### src/clk_gen_pkg.sv
// Package for the clock generator status and loop control block.
// Assumes an Avalon-MM slave with 32-bit data, one register per aligned word.
package clk_gen_pkg;

  // Register byte offsets
  localparam logic [3:0] OFF_STATUS_CONTROL = 4'h0;
  localparam logic [3:0] OFF_PLL_CONTROL = 4'h4;
  localparam logic [3:0] OFF_IRQ_STATUS = 4'h8;
  localparam logic [3:0] OFF_IRQ_ENABLE = 4'hC;
  localparam int ADDR_W = 4;

  // Status/control fields
  localparam int BIT_LOCK_LOSS = 7;
  localparam int BIT_OSC_READY = 1;
  localparam int BIT_FINE_TRIM = 0;

  // Loop control fields
  localparam int BIT_LOCK_LOSS_IE = 7;
  localparam int BIT_LOOP_SELECT = 6;
  localparam int BIT_CLK_MON_EN = 5;
  localparam int VCO_MULTIPLIER_FIELD_MSB = 3;

  // Interrupt status bits (also the enable register layout at the enable offset)
  localparam int IRQ_LOCK_LOSS = 0;
  localparam int IRQ_OSC_READY = 1;
  localparam int IRQ_CLK_LOSS = 2;
  localparam int IRQ_W = 3;

  // Reset values
  localparam logic [7:0] RST_PLL_CONTROL = 8'h01;
  localparam logic [7:0] RST_FINE_TRIM = 8'h00;

  // Multiplier table
  localparam logic [3:0] VCO_MULTIPLIER_FIELD_RESERVED = 4'h0;
  localparam logic [3:0] VCO_MULTIPLIER_FIELD_LAST = 4'hA;
  localparam logic [5:0] MULT_STEP = 6'h04;
  localparam logic [5:0] MULT_MAX = 6'h28;

  // Oscillator start-up cycles
  localparam int OSC_START_CYCLES = 4096;

  // Clock generator modes
  typedef enum logic [3:0] {
    loop_engaged_internal_mode,
    loop_engaged_external_mode,
    loop_bypassed_internal_mode,
    loop_bypassed_external_mode,
    pll_engaged_external_mode,
    pll_bypassed_external_mode,
    low_power_internal_mode,
    low_power_external_mode,
    stop_mode
  } clk_mode_e;

  // Avalon request bundle
  typedef struct packed {
    logic read;
    logic write;
    logic [ADDR_W-1:0] address;
    logic [31:0] writedata;
  } av_req_s;

  // Side-band inputs from the rest of the generator
  typedef struct packed {
    clk_mode_e mode;
    logic osc_request_bit;
    logic ext_reference_enable;
    logic lock_detect_en;
    logic locked;
    logic lock_lost;
    logic ext_clock_lost;
  } gen_state_s;

endpackage : clk_gen_pkg

### src/osc_ready_tracker.sv
// Tracks oscillator start-up and keeps the oscillator-ready flag.
// Assumes mode and enables are synchronous to ref_clk.
`timescale 1ns/1ps
module osc_ready_tracker #(
  parameter int START_CYCLES = clk_gen_pkg::OSC_START_CYCLES
) (
  input wire logic ref_clk,
  input wire logic rst,
  input wire clk_gen_pkg::gen_state_s gen,
  output logic ready
);
  import clk_gen_pkg::*;

  localparam int CW = $clog2(START_CYCLES + 1);

  logic [CW-1:0] cnt_r;
  logic [CW-1:0] cnt_nxt;
  logic ready_r;
  logic ready_nxt;
  logic ext_mode;
  logic in_use;
  logic drop;

  // Mode and start-up decode
  always_comb begin
    ext_mode = (gen.mode == loop_engaged_external_mode) ||
               (gen.mode == loop_bypassed_external_mode) ||
               (gen.mode == pll_engaged_external_mode) ||
               (gen.mode == pll_bypassed_external_mode) ||
               (gen.mode == low_power_external_mode);
    in_use = (gen.ext_reference_enable || ext_mode) && gen.osc_request_bit;
    drop = !gen.osc_request_bit ||
           (((gen.mode == loop_engaged_internal_mode) ||
             (gen.mode == loop_bypassed_internal_mode) ||
             (gen.mode == low_power_internal_mode)) && !gen.ext_reference_enable);
    cnt_nxt = cnt_r;
    ready_nxt = ready_r;
    if (drop) begin
      cnt_nxt = '0;
      ready_nxt = 1'b0;
    end else if (in_use) begin
      if (cnt_r != CW'(START_CYCLES)) begin
        cnt_nxt = cnt_r + CW'(1);
      end else begin
        ready_nxt = 1'b1;
      end
    end
  end

  // State registers
  always_ff @(posedge ref_clk) begin
    if (rst) begin
      cnt_r <= '0;
      ready_r <= 1'b0;
    end else begin
      cnt_r <= cnt_nxt;
      ready_r <= ready_nxt;
    end
  end

  assign ready = ready_r;

endmodule : osc_ready_tracker

### src/clock_gen_status_pll_control.sv
// Contract
// - Ready flag sets after external oscillator start-up
// - Ready clears on request clear or internal mode; the code clears it in internal mode only with ext_reference_enable low
// - Fine trim bit lengthens or shortens period
// - Lock-loss interrupt when enabled and flag set
// - Loop select picks FLL or PLL exclusively
// - Monitor enable requests reset on clock loss
// - Multiplier field gives four times code
// - Reserved codes: high ones act as forty
// - Sticky lock-loss flag, write one clears
//
// Top of the clock generator status and loop control registers.
// Assumes an Avalon-MM master on ref_clk and mode state from the generator core.
//
// Our own choices: register access over Avalon-MM and the placing of the registers.
`timescale 1ns/1ps
module clock_gen_status_pll_control #(
  parameter int START_CYCLES = clk_gen_pkg::OSC_START_CYCLES
) (
  input wire logic ref_clk,
  input wire logic rst,
  input wire clk_gen_pkg::av_req_s av_req,
  output logic [31:0] av_readdata,
  output logic av_waitrequest,
  input wire clk_gen_pkg::gen_state_s gen,
  output logic fine_trim_bit,
  output logic pll_enable,
  output logic fll_enable,
  output logic [5:0] pll_multiplier,
  output logic clock_monitor_reset_req,
  output logic lock_loss_irq,
  output logic irq
);
  import clk_gen_pkg::*;

  // Register state
  logic fine_trim_r;
  logic fine_trim_nxt;
  logic lock_loss_flag_r;
  logic lock_loss_flag_nxt;
  logic [7:0] pll_control_r;
  logic [7:0] pll_control_nxt;
  logic [IRQ_W-1:0] irq_status_r;
  logic [IRQ_W-1:0] irq_status_nxt;
  logic [IRQ_W-1:0] irq_enable_r;
  logic [IRQ_W-1:0] irq_enable_nxt;
  logic osc_ready_d_r;
  logic was_locked_r;
  logic was_locked_nxt;

  // Bus state
  logic ack_r;
  logic ack_nxt;
  logic [31:0] rdata_r;
  logic [31:0] rdata_nxt;

  // Output flops
  logic pll_en_r;
  logic pll_en_nxt;
  logic fll_en_r;
  logic fll_en_nxt;
  logic [5:0] mult_r;
  logic [5:0] mult_nxt;
  logic mon_rst_r;
  logic mon_rst_nxt;
  logic ll_irq_r;
  logic ll_irq_nxt;
  logic irq_r;
  logic irq_nxt;

  logic osc_ready;
  logic lock_exit;
  logic [IRQ_W-1:0] events;
  logic wr_en;
  logic rd_en;

  // Multiplier from the multiplier field
  function automatic logic [5:0] vco_mult(input logic [3:0] code);
    logic [5:0] m;
    m = MULT_MAX;
    if (code == VCO_MULTIPLIER_FIELD_RESERVED) begin
      m = MULT_MAX;
    end else if (code <= VCO_MULTIPLIER_FIELD_LAST) begin
      m = 6'({2'b00, code} * MULT_STEP);
    end
    return m;
  endfunction : vco_mult

  // Status/control read view
  function automatic logic [7:0] status_view(input logic ll, input logic rdy, input logic ft);
    logic [7:0] v;
    v = 8'h00;
    v[BIT_LOCK_LOSS] = ll;
    v[BIT_OSC_READY] = rdy;
    v[BIT_FINE_TRIM] = ft;
    return v;
  endfunction : status_view

  // Oscillator start-up tracking
  osc_ready_tracker #(
    .START_CYCLES(START_CYCLES)
  ) u_osc_ready (
    .ref_clk(ref_clk),
    .rst(rst),
    .gen(gen),
    .ready(osc_ready)
  );

  // Bus strobes: one wait cycle; a write lands on the edge that closes the cycle with waitrequest low
  always_comb begin
    wr_en = av_req.write && ack_r;
    rd_en = av_req.read && !ack_r;
    ack_nxt = (av_req.read || av_req.write) && !ack_r;
  end

  // Event detection for the sticky flags
  always_comb begin
    was_locked_nxt = was_locked_r;
    if (!gen.lock_detect_en) begin
      was_locked_nxt = 1'b0;
    end else if (gen.locked) begin
      was_locked_nxt = 1'b1;
    end
    lock_exit = gen.lock_detect_en && was_locked_r && gen.lock_lost;
    events = '0;
    events[IRQ_LOCK_LOSS] = lock_exit;
    events[IRQ_OSC_READY] = osc_ready && !osc_ready_d_r;
    events[IRQ_CLK_LOSS] = gen.ext_clock_lost && pll_control_r[BIT_CLK_MON_EN];
  end

  // Register writes; hardware set wins over software clear
  always_comb begin
    fine_trim_nxt = fine_trim_r;
    pll_control_nxt = pll_control_r;
    lock_loss_flag_nxt = lock_loss_flag_r;
    irq_enable_nxt = irq_enable_r;
    irq_status_nxt = irq_status_r;
    if (wr_en) begin
      case (av_req.address)
        OFF_STATUS_CONTROL: begin
          fine_trim_nxt = av_req.writedata[BIT_FINE_TRIM];
          if (av_req.writedata[BIT_LOCK_LOSS]) begin
            lock_loss_flag_nxt = 1'b0;
          end
        end
        OFF_PLL_CONTROL: begin
          pll_control_nxt = av_req.writedata[7:0];
          pll_control_nxt[4] = 1'b0;
        end
        OFF_IRQ_STATUS: begin
          irq_status_nxt = irq_status_r & ~av_req.writedata[IRQ_W-1:0];
        end
        OFF_IRQ_ENABLE: begin
          irq_enable_nxt = av_req.writedata[IRQ_W-1:0];
        end
        default: begin
          fine_trim_nxt = fine_trim_r;
        end
      endcase
    end
    if (lock_exit) begin
      lock_loss_flag_nxt = 1'b1;
    end
    irq_status_nxt = irq_status_nxt | events;
  end

  // Read data mux
  always_comb begin
    rdata_nxt = rdata_r;
    if (rd_en) begin
      case (av_req.address)
        OFF_STATUS_CONTROL: rdata_nxt = {24'h0000_00, status_view(lock_loss_flag_r,
                                          osc_ready, fine_trim_r)};
        OFF_PLL_CONTROL: rdata_nxt = {24'h0000_00, pll_control_r};
        OFF_IRQ_STATUS: rdata_nxt = {{(32-IRQ_W){1'b0}}, irq_status_r};
        OFF_IRQ_ENABLE: rdata_nxt = 32'h0000_0000;
        default: rdata_nxt = 32'h0000_0000;
      endcase
    end
  end

  // Control outputs derived from the registers
  always_comb begin
    pll_en_nxt = pll_control_nxt[BIT_LOOP_SELECT];
    fll_en_nxt = !pll_control_nxt[BIT_LOOP_SELECT];
    mult_nxt = vco_mult(pll_control_nxt[VCO_MULTIPLIER_FIELD_MSB:0]);
    mon_rst_nxt = pll_control_r[BIT_CLK_MON_EN] && gen.ext_clock_lost;
    ll_irq_nxt = pll_control_nxt[BIT_LOCK_LOSS_IE] && lock_loss_flag_nxt;
    irq_nxt = |(irq_status_nxt & irq_enable_nxt);
  end

  // Registers
  always_ff @(posedge ref_clk) begin
    if (rst) begin
      fine_trim_r <= RST_FINE_TRIM[BIT_FINE_TRIM];
      pll_control_r <= RST_PLL_CONTROL;
      lock_loss_flag_r <= 1'b0;
      irq_status_r <= '0;
      irq_enable_r <= '0;
      osc_ready_d_r <= 1'b0;
      was_locked_r <= 1'b0;
      ack_r <= 1'b0;
      rdata_r <= 32'h0000_0000;
      pll_en_r <= 1'b0;
      fll_en_r <= 1'b1;
      mult_r <= MULT_STEP;
      mon_rst_r <= 1'b0;
      ll_irq_r <= 1'b0;
      irq_r <= 1'b0;
    end else begin
      fine_trim_r <= fine_trim_nxt;
      pll_control_r <= pll_control_nxt;
      lock_loss_flag_r <= lock_loss_flag_nxt;
      irq_status_r <= irq_status_nxt;
      irq_enable_r <= irq_enable_nxt;
      osc_ready_d_r <= osc_ready;
      was_locked_r <= was_locked_nxt;
      ack_r <= ack_nxt;
      rdata_r <= rdata_nxt;
      pll_en_r <= pll_en_nxt;
      fll_en_r <= fll_en_nxt;
      mult_r <= mult_nxt;
      mon_rst_r <= mon_rst_nxt;
      ll_irq_r <= ll_irq_nxt;
      irq_r <= irq_nxt;
    end
  end

  // Ports straight from flops
  assign av_readdata = rdata_r;
  assign av_waitrequest = !ack_r;
  assign fine_trim_bit = fine_trim_r;
  assign pll_enable = pll_en_r;
  assign fll_enable = fll_en_r;
  assign pll_multiplier = mult_r;
  assign clock_monitor_reset_req = mon_rst_r;
  assign lock_loss_irq = ll_irq_r;
  assign irq = irq_r;

endmodule : clock_gen_status_pll_control

### config.mk
export PLATFORM = sky130hd
export DESIGN_NAME = clock_gen_status_pll_control
export DESIGN_NICKNAME = d
export VERILOG_FILES = /design/src/clk_gen_pkg.sv /design/src/osc_ready_tracker.sv /design/src/clock_gen_status_pll_control.sv
export SDC_FILE = /design/constraint.sdc
export NUM_CORES = 1
export LEC_CHECK = 0
export BUFFER_PORTS_ARGS = -buffer_cell sky130_fd_sc_hd__buf_2
export CORE_ASPECT_RATIO = 1.75
export CORE_MARGIN = 2
export CORE_UTILIZATION = 43
export CTS_CLUSTER_DIAMETER = 150
export DETAILED_ROUTE_END_ITERATION = 12
export PLACE_DENSITY = 0.85
export SLEW_MARGIN = 40
export SYNTH_ARGS = -nofsm -noshare
export SYNTH_HDL_FRONTEND = slang
export SYNTH_SLANG_ARGS = --single-unit
### constraint.sdc
create_clock -name ref_clk -period 1.5 [get_ports ref_clk]
set_input_delay 0.3 -clock ref_clk [delete_from_list [all_inputs] [get_ports ref_clk]]
set_output_delay 0.3 -clock ref_clk [all_outputs]
set_load 0.02 [all_outputs]
# Word-level counts from Yosys, hierarchy flattened
# Cells that the tools add are included.
# totals
register_bits	75
latchBits	0
ram_bits	0
romBits	0
in_bits	50
output_inout_bits	45
elab_cells	89
n_memories	0
# classes
n_addsub	1
mul	0
div	0
magnitude_cmp	1
n_eq_ne	11
n_shift	0
n_mux	13
bitwise	7
reduce_logical	36
# ops
op	count
8-bit one-hot mux with 3 select lines	1
4-bit by 3-bit equality test with 1-bit output, second input constant	5
8-bit two-way mux	2
13-bit by 1-bit adder with 13-bit output, second input constant	1
13-bit inequality test, second input constant	1
4-bit logical NOT	3
3-bit two-way mux	4
6-bit two-way mux	2
1-bit logical AND	10
1-bit logical OR	9
4-bit by 2-bit equality test with 1-bit output, second input constant	2
4-bit equality test, second input constant	2
2-bit AND reduction	4
3-bit bitwise AND	2
2-bit OR reduction	3
3-bit OR reduction	2
1-bit logical NOT	5
4-bit by 1-bit equality test with 1-bit output, second input constant	1
4-bit <= comparator, second input constant	1
1-bit two-way mux	4
1-bit NOT	3
3-bit NOT	1
3-bit OR	1

# Longest topological paths before layout
# Gate-level depths: netlist of the first run.
# logic_depth
ltp_word	8
depth_mapped	7
mapped_depth_nobuf	6

# By module
# A second synthesis of the first run with hierarchy kept.
# hier_totals
cells_unflattened	260
area_unflattened_um2	2289.7
# by_module_without_submodules
mod	n_inst	cells_per_inst	area_per_inst_um2	seq_area_each_um2
clock_gen_status_pll_control	1	173	1551.5	660.6
osc_ready_tracker	1	87	738.2	280.3

# Worst setup path before layout of the first run
# Ideal clock, no wire load.
# synth_path
kind	reg2reg
startpoint	register u_osc_ready.cnt_r[0]
endpoint	register u_osc_ready.cnt_r[6]
setup_time_ps	66
arrival_time_ps	1567
required_ps	1434
slack_ps	-133
stages_incl_launch_ff	8
n_path_buf	1
synth_period_minus_slack_ps	1633
path_cell_list	dfxtp_1 inv_1 ha_1 nor4b_1 and3_1 buf_6 or4_4 a21oi_2
# synth_via
elab_chain_len	2
word_cells_on_any_way	3
cone_classes	add/sub (1); eq/ne (1); reduce/logical (1)
# synth_rtl
element	line	source
from (decl)	osc_ready_tracker.sv:16	logic [CW-1:0] cnt_r;
from (signal assigned)	osc_ready_tracker.sv:56	cnt_r <= cnt_nxt;
parallel branches: the longest is 2 deep, another holds 13-bit by 1-bit adder with 13-bit output	--	
# Several ways; the timed one is not identified.
# A chain may end at the register's enable or synchronous reset.

# Final worst setup path of the first run
# layout_path
startpoint	register u_osc_ready.cnt_r[0]
endpoint	register u_osc_ready.cnt_r[12]
# The elaborated chain is that of the path after synthesis.

==> run_results.csv, run 1 <==
group,metric,value,unit
status,outcome,"complete, but fails checks",
status,failed_checks,"setup timing",
floorplanning,rows,35,
worst_setup_path,start_kind,"flip-flop",
pwr,powerDensity,902,nW/um2
finish,area_delta_synth_final,25.2,%
finish,seq_area,952,um2
logic_synthesis,syn_avg_cell_area,8.77,um2
timing,setup_ws,-0.0653,ns
logic_synthesis,synth.cell_area,2310,um2
timing,finalHoldViolCount,0,
worst_setup_path,path_delay_family,"simple AND/OR/NAND/NOR gates",
detailed_routing,first_pass_iters,5,
clock_tree,cts_tree,"built",
pwr,pwr-share-comb,10.3,%
worst_setup_path,slowest_delay,0.55,ns
pwr,netSwitchingFraction,23.2,%
finish,fill_cells,482,
clock_tree,cts_hold_repair.buffers,0,
clock_tree,cts.sinks,47,
run,cap_violations,0,
worst_hold_path,hp-class,"primary input to flip-flop",
detailed_routing,drc_errors,0,
placement,globalplace.congestion,0.856,
logic_synthesis,synth_area_leader_cell,"dfxtp_1",
floorplanning,core_area,5210,um2
timing,period_needed,1.57,ns
grt,grtUsageTotal,18.6,%
timing,worst_pin_slew,0.512,ns
pwr,p_int,2.01,mW
placement,numPortBuffers,42,
grt,antenna_found_initial,0,
grt,grt_pass1_vias,1951,
timing,fmax,639,MHz
worst_hold_path,min_to,"was_locked_r$_SDFFE_PP0P_",
timing,period_share,104,%
logic_synthesis,synth_seq_cells,47,
worst_setup_path,cp_num_cells,5,
floorplanning,start_util,44.4,%
detailed_routing,ant_nets,0,
logic_synthesis,synth_top_flop_cell,"dfxtp_1",
pwr,power.switching,0.606,mW
logic_synthesis,synth_warnings,0,
detailed_routing,finalWirelength,5720,um
clock_tree,cts_buffer_depth,2,
floorplanning,die_y,101,um
timing,rsz0062_at_grt,"yes",
clock_tree,clkLatencyLatePin,0.29,ns
timing,holdWs,0.230,ns
placement,dp_hpwl,4330,um
timing,fin_tns_setup,-0.125,ns
timing,timing.slew.headroom,65.8,%
worst_setup_path,crit_path_top_delay_cell,"or4_4",
worst_setup_path,worstSetupPathType,"flip-flop to flip-flop",
logic_synthesis,synth_area_leaders,"dfxtp_1 (41%), buf_4 (8.8%), a21oi_1 (5.0%)",
worst_setup_path,cp.required,1.74,ns
worst_setup_path,r2r-start,"u_osc_ready.cnt_r[0]$_SDFFE_PP0P_",
detailed_routing,drt_iter0_markers,108,
logic_synthesis,async_reset_ff_share,0,%
finish,antenna_cells,0,
pwr,peakVddDrop,0.522,mV
grt,grt_max_degree,15,
detailed_routing,via_per_inst,5.53,
finish,final_nets,384,
timing,slew_violations,0,
pwr,p_leak,1.22,nW
worst_setup_path,cp.arrival,1.80,ns
clock_tree,cts_buffers,5,
logic_synthesis,synth.most_common_cell,"dfxtp_1",
worst_setup_path,rrSetupSlack,-0.07,ns
finish,drive_above_1_share,33.3,%
worst_setup_path,crit_buf_inv,0,
logic_synthesis,syn_inst,264,
pwr,clkPwrFrac,41.5,%
logic_synthesis,synth_edf_count,0,
floorplanning,ios,95,
logic_synthesis,ys_seq_area_share,40.6,%
floorplanning,die_area,6010,um2
pwr,p_seq_share,48.2,%
worst_setup_path,timing.rr.end,"u_osc_ready.cnt_r[12]$_SDFFE_PP0P_",
worst_setup_path,r2r_cells,5,
detailed_routing,wl_per_cell,14.7,um
worst_hold_path,hold_path_depth,2,
worst_setup_path,crit_path_end_kind,"flip-flop",
logic_synthesis,synth.distinct_cells,50,
worst_hold_path,hold_start,"gen[2]",
detailed_routing,vias,2147,
clock_tree,htree_levels,2,
worst_setup_path,crit_chain,"ha_4 -> and2_4 -> o2111ai_4 -> or4_4 -> a21oi_2",
finish,multiInputGateArea,1270,um2
timing,setup_viol,3,
timing,fin_skew,0.00941,ns
grt,gr-total-overflow,0,
floorplanning,die_w,59.5,um
clock_tree,clk_pin_slew,0.08,ns
clock_tree,root_buffer,"clkbuf_8",
logic_synthesis,synth_top_area_share,40.6,%
worst_setup_path,cp_max_fo,8,
logic_synthesis,synth_common_cells,"dfxtp_1 (47), buf_4 (27), a21oi_1 (23), nand2_1 (14), nand3_1 (14)",
grt,grt_pass1_wl,8650,um
==> how the worst max path moves through the flow <==
stage / from / slack [ns] / to
floorplan: u_osc_ready.cnt_r[1]$_SDFFE_PP0P_ / -0.02 / u_osc_ready.cnt_r[6]$_SDFFE_PP0P_
global placement: gen[7] / -0.14 / u_osc_ready.cnt_r[11]$_SDFFE_PP0P_
detailed placement: gen[7] / -0.18 / u_osc_ready.cnt_r[5]$_SDFFE_PP0P_
CTS: u_osc_ready.cnt_r[1]$_SDFFE_PP0P_ / -0.04 / u_osc_ready.cnt_r[6]$_SDFFE_PP0P_
global route: u_osc_ready.cnt_r[0]$_SDFFE_PP0P_ / -0.12 / u_osc_ready.cnt_r[12]$_SDFFE_PP0P_
finish: u_osc_ready.cnt_r[0]$_SDFFE_PP0P_ / -0.07 / u_osc_ready.cnt_r[12]$_SDFFE_PP0P_
==> placed cells by master (no fill, tap or decap), types with 3 or more instances in the layout <==
cell type and instances:
buf_4 30, or2_2 3, a21oi_1 22, buf_2 42, clkbuf_8 5, nand4_1 5
dfxtp_1 42, nand2_1 14, nor3_1 5, or4_1 5, o21ai_0 11, a22oi_1 3
o2bb2ai_1 3, nor2_1 13, dfxtp_2 3, inv_1 9, nand3_1 13, conb_1 27
o31ai_1 7, a211oi_1 3, mux2i_1 8, and3_1 5, nor2b_1 4, or3_1 5
==> registers in the layout, summed over array words and instances (netlist names) <==
signal,flops
clock_monitor_reset_req,1
fll_enable,1
osc_ready_d_r,1
lock_loss_flag_r,1
fine_trim_bit,1
ack_r,1
irq_status_r,3
irq_enable_r,3
pll_multiplier,4
lock_loss_irq,1
was_locked_r,1
pll_control_r,7
av_readdata,7
irq,1
u_osc_ready.cnt_r,13
u_osc_ready.ready,1
==> metal layers <==
layer	GRT usage (%)	share of wire, %	wire (um)	vias to the layer above
met5	0	0	0	-
met4	8.92	3.4	197	0
met3	2.70	4.5	260	21
met2	38.0	59	3360	97
met1	16.1	33	1910	992
li1	-	-	-	1037
==> cell families after synthesis <==
| logic type | count (synthesis) | synth area share [%] |
|---|---|---|
| simple gates | 92 | 22.9 |
| compound gates | 66 | 19.0 |
| buf+inv | 48 | 12.7 |
| flops | 47 | 40.6 |
| mux | 8 | 3.46 |
| fa+ha+maj | 2 | 1.08 |
| other cells | 1 | 0.162 |
==> cell type report <==
class                   instances  area share [%]
well taps                      55            2.37
flip-flops and latches         47            32.9
inverters                      11            1.42
clock inverters                 2            2.07
repair buffers                 72            15.0
clock buffers                   6            2.50
multi-input cells             195            43.7
==> per-stage QoR <==
step | setup slack, ns | utilization (%) | power, mW | instances | area [um2]
3_5_place_dp | -0.184 | 51.2 | 1.55 | 378 | 2670
5_1_grt | -0.124 | 55.6 | 2.68 | 388 | 2900
6_report | -0.0653 | 55.6 | 2.61 | 388 | 2900
2_1_floorplan | -0.0165 | - | 1.50 | 290 | 2430
3_3_place_gp | -0.144 | 51.2 | 1.55 | 378 | 2670
4_1_cts | -0.0441 | 54.8 | 2.62 | 387 | 2860
==> power by group through the flow <==
stage / logic [mW] / clock network (mW) / registers (mW)
after floorplan: 0.205 / 0 / 1.29
after global placement: 0.256 / 0 / 1.29
after detailed placement: 0.262 / 0 / 1.29
after CTS: 0.266 / 1.10 / 1.26
after global routing: 0.291 / 1.13 / 1.26
final: 0.270 / 1.08 / 1.26
==> what timing repair did <==
item / in CTS / in global routing
gates resized for setup: 9 / 10
setup endpoints to repair: 7 / 11
setup buffers: 1 / 1
pin swaps: 3 / 3
No activity file was read; power rests on OpenSTA's default activity.
==> run 2, diff against run 1 <==
--- a/config.mk
+++ b/config.mk
@@ -5,13 +5,14 @@
 export SDC_FILE = /design/constraint.sdc
 export NUM_CORES = 1
 export LEC_CHECK = 0
+export ABC_AREA = 1
 export BUFFER_PORTS_ARGS = -buffer_cell sky130_fd_sc_hd__buf_2
 export CORE_ASPECT_RATIO = 1.75
 export CORE_MARGIN = 2
-export CORE_UTILIZATION = 43
+export CORE_UTILIZATION = 44
 export CTS_CLUSTER_DIAMETER = 150
 export DETAILED_ROUTE_END_ITERATION = 12
-export PLACE_DENSITY = 0.85
+export PLACE_DENSITY = 0.86
 export SLEW_MARGIN = 40
 export SYNTH_ARGS = -nofsm -noshare
 export SYNTH_HDL_FRONTEND = slang
==> run_results.csv, run 2 <==
group,metric,value,unit
status,outcome,"completed",
logic_synthesis,synth_area_leaders,"dfxtp_1 (38%), nand2_1 (17%), buf_4 (8.8%)",
worst_setup_path,crit_chain,"inv_2 -> ha_2 -> nand3_1 -> nor2_1 -> nand2_1 -> nand3_2 -> buf_4 -> nand2_1 -> a21oi_1",
worst_setup_path,cp.required,1.74,ns
floorplanning,start_util,45.2,%
pwr,power,2.51,mW
worst_setup_path,r2r-start,"u_osc_ready.cnt_r[0]$_SDFFE_PP0P_",
logic_synthesis,syn_inst,368,
timing,fin_skew,0.00770,ns
pwr,peakVddDrop,0.339,mV
logic_synthesis,synth.most_common_cell,"nand2_1",
detailed_routing,via_per_inst,4.79,
logic_synthesis,synth_edf_count,0,
worst_setup_path,path_delay_family,"simple AND/OR/NAND/NOR gates",
worst_setup_path,critPathLaunch,"u_osc_ready.cnt_r[0]$_SDFFE_PP0P_",
finish,antenna_cells,0,
worst_hold_path,hp-class,"primary input to flip-flop",
logic_synthesis,synth_area_leader_cell,"dfxtp_1",
clock_tree,root_buffer,"clkbuf_8",
clock_tree,clk_pin_slew,0.09,ns
floorplanning,rows,36,
floorplanning,die_y,103,um
placement,placed_area,2770,um2
clock_tree,htree_levels,2,
finish,final_nets,480,
detailed_routing,drt_iter0_markers,109,
worst_setup_path,cp.arrival,1.68,ns
floorplanning,die_area,6280,um2
logic_synthesis,synth.cell_area,2480,um2
timing,finalHoldViolCount,0,
detailed_routing,wl_per_cell,11.3,um
worst_setup_path,cp_max_fo,6,
pwr,powerDensity,856,nW/um2
worst_setup_path,slowest_delay,0.33,ns
logic_synthesis,syn_avg_cell_area,6.74,um2
finish,top_register,"u_osc_ready.cnt_r",
detailed_routing,drc_errors,0,
clock_tree,cts_buffers,5,
placement,globalplace.congestion,0.918,
detailed_routing,ant_nets,0,
timing,fmax,697,MHz
run,cap_violations,0,
pwr,p_leak,1.40,nW
finish,final_cell_mix,"nand2_1 (115), dfxtp_1 (46), buf_2 (42), nor2_1 (35), inv_1 (34)",
placement,numPortBuffers,42,
placement,dp.cells,495,
grt,grt_max_degree,21,
grt,gr-total-overflow,0,
worst_setup_path,r2r_cells,9,
timing,period_needed,1.44,ns
worst_setup_path,crit_end,"u_osc_ready.cnt_r[3]$_SDFFE_PP0P_",
worst_setup_path,worstSetupPathType,"flip-flop to flip-flop",
finish,area_delta_synth_final,18.2,%
timing,period_share,95.7,%
timing,setup_viol,0,
detailed_routing,first_pass_iters,5,
clock_tree,clkLatencyLatePin,0.31,ns
grt,grt_pass1_vias,2275,
worst_setup_path,start_kind,"flip-flop",
worst_setup_path,cp_num_cells,9,
finish,drive_above_1_share,19.8,%
finish,largest_reg_flops,13,
logic_synthesis,synth_seq_cells,47,
logic_synthesis,synth_common_cells,"nand2_1 (115), dfxtp_1 (47), nor2_1 (39), inv_1 (35), buf_4 (29)",
grt,antenna_found_initial,0,
clock_tree,cts_hold_repair.buffers,0,
logic_synthesis,synth_top_flop_cell,"dfxtp_1",
logic_synthesis,ys_seq_area_share,37.9,%
detailed_routing,vias,2417,
logic_synthesis,async_reset_ff_share,0,%
floorplanning,ios,95,
floorplanning,core_area,5500,um2
worst_setup_path,rrSetupSlack,0.06,ns
worst_setup_path,crit_path_top_delay_cell,"dfxtp_2",
finish,stdcell_area,2930,um2
clock_tree,cts.sinks,47,
floorplanning,die_w,60.8,um
detailed_routing,finalWirelength,5710,um
placement,dp_hpwl,4420,um
timing,slew_violations,0,
timing,holdWs,0.224,ns
worst_hold_path,hold_path_depth,3,
grt,grt_pass1_wl,8890,um
clock_tree,cts_tree,"built",
finish,finalNonFillerCells,505,
worst_setup_path,crit_buf_inv,2,
finish,final_common_cell,"nand2_1",
worst_setup_path,critPathMostFrequentCell,"nand2_1",
worst_setup_path,timing.rr.end,"u_osc_ready.cnt_r[3]$_SDFFE_PP0P_",
logic_synthesis,synth.distinct_cells,26,
logic_synthesis,synth_top_area_share,37.9,%
grt,grtUsageTotal,18.8,%
clock_tree,cts_buffer_depth,2,
logic_synthesis,synth_warnings,0,
worst_setup_path,crit_path_end_kind,"flip-flop",
==> run 2: logic make-up (layout without fill, tap and decap cells) <==
logic type | after synthesis | in the layout | synth area share (%)
other cells | 1 | 27 | 0.151
fa+ha+maj | 2 | 2 | 1.01
compound gates | 41 | 41 | 9.03
xor+xnor | 7 | 7 | 2.47
flops | 47 | 47 | 37.9
simple gates | 198 | 198 | 34.0
buf+inv | 72 | 107 | 15.4
==> run 2: worst min-delay path by stage <==
stage / startpoint / end / slack (ns)
6_report: gen[2] / was_locked_r$_SDFFE_PP0P_ / 0.22
3_3_place_gp: ack_r$_SDFF_PP0_ / ack_r$_SDFF_PP0_ / 0.43
2_1_floorplan: rst / pll_control_r[3]$_SDFF_PP0_ / 0.37
4_1_cts: gen[3] / was_locked_r$_SDFFE_PP0P_ / 0.23
3_5_place_dp: av_readdata[2]$_SDFFE_PP0P_ / av_readdata[2]$_SDFFE_PP0P_ / 0.45
5_1_grt: av_req[5] / pll_control_r[5]$_SDFFE_PP0P_ / 0.23
==> run 2: area by class of cell <==
class	instances	area (um2)
fill	546	2560
multi-input combinational	275	1280
sequential	47	942
timing repair buffer	60	358
inverter	39	146
tap	76	95.1
clock buffer	5	68.8
clock inverter	3	43.8
==> run 2: power breakdown <==
part           internal (mW)  switching (mW)  total [mW]
combinational         0.0847           0.200       0.285
sequential              1.26         0.00839        1.27
clock                  0.497           0.457       0.953
total                   1.84           0.665        2.51
==> run 2: what timing repair did <==
action,in CTS,in global routing
gates cloned,0,0
pin swaps,1,4
buffers inserted,0,2
resized for setup,1,8
endpoints found under the setup margin,13,13
==> run 2: worst min-delay path: stages <==
cell     delay (ns)
buf_2          0.07
o21ai_0        0.06
nor2_1         0.07
==> run 2: routing by layer <==
layer	up-vias	GRT usage (%)	routed length (um)
li1	1221	-	-
met1	1092	15.9	1980
met2	83	36.6	3250
met3	21	3.23	249
met4	0	13.4	233
met5	-	0	0
==> run 2: metrics by stage <==
stage / utilization, % / setup WS (ns) / TNS, ns
floorplan: - / 0.147 / 0
global placement: 50.4 / -0.0827 / -0.883
detailed placement: 50.4 / -0.168 / -1.44
CTS: 52.5 / 0.0143 / 0
global route: 53.3 / -0.0160 / -0.0329
finish: 53.3 / 0.0649 / 0
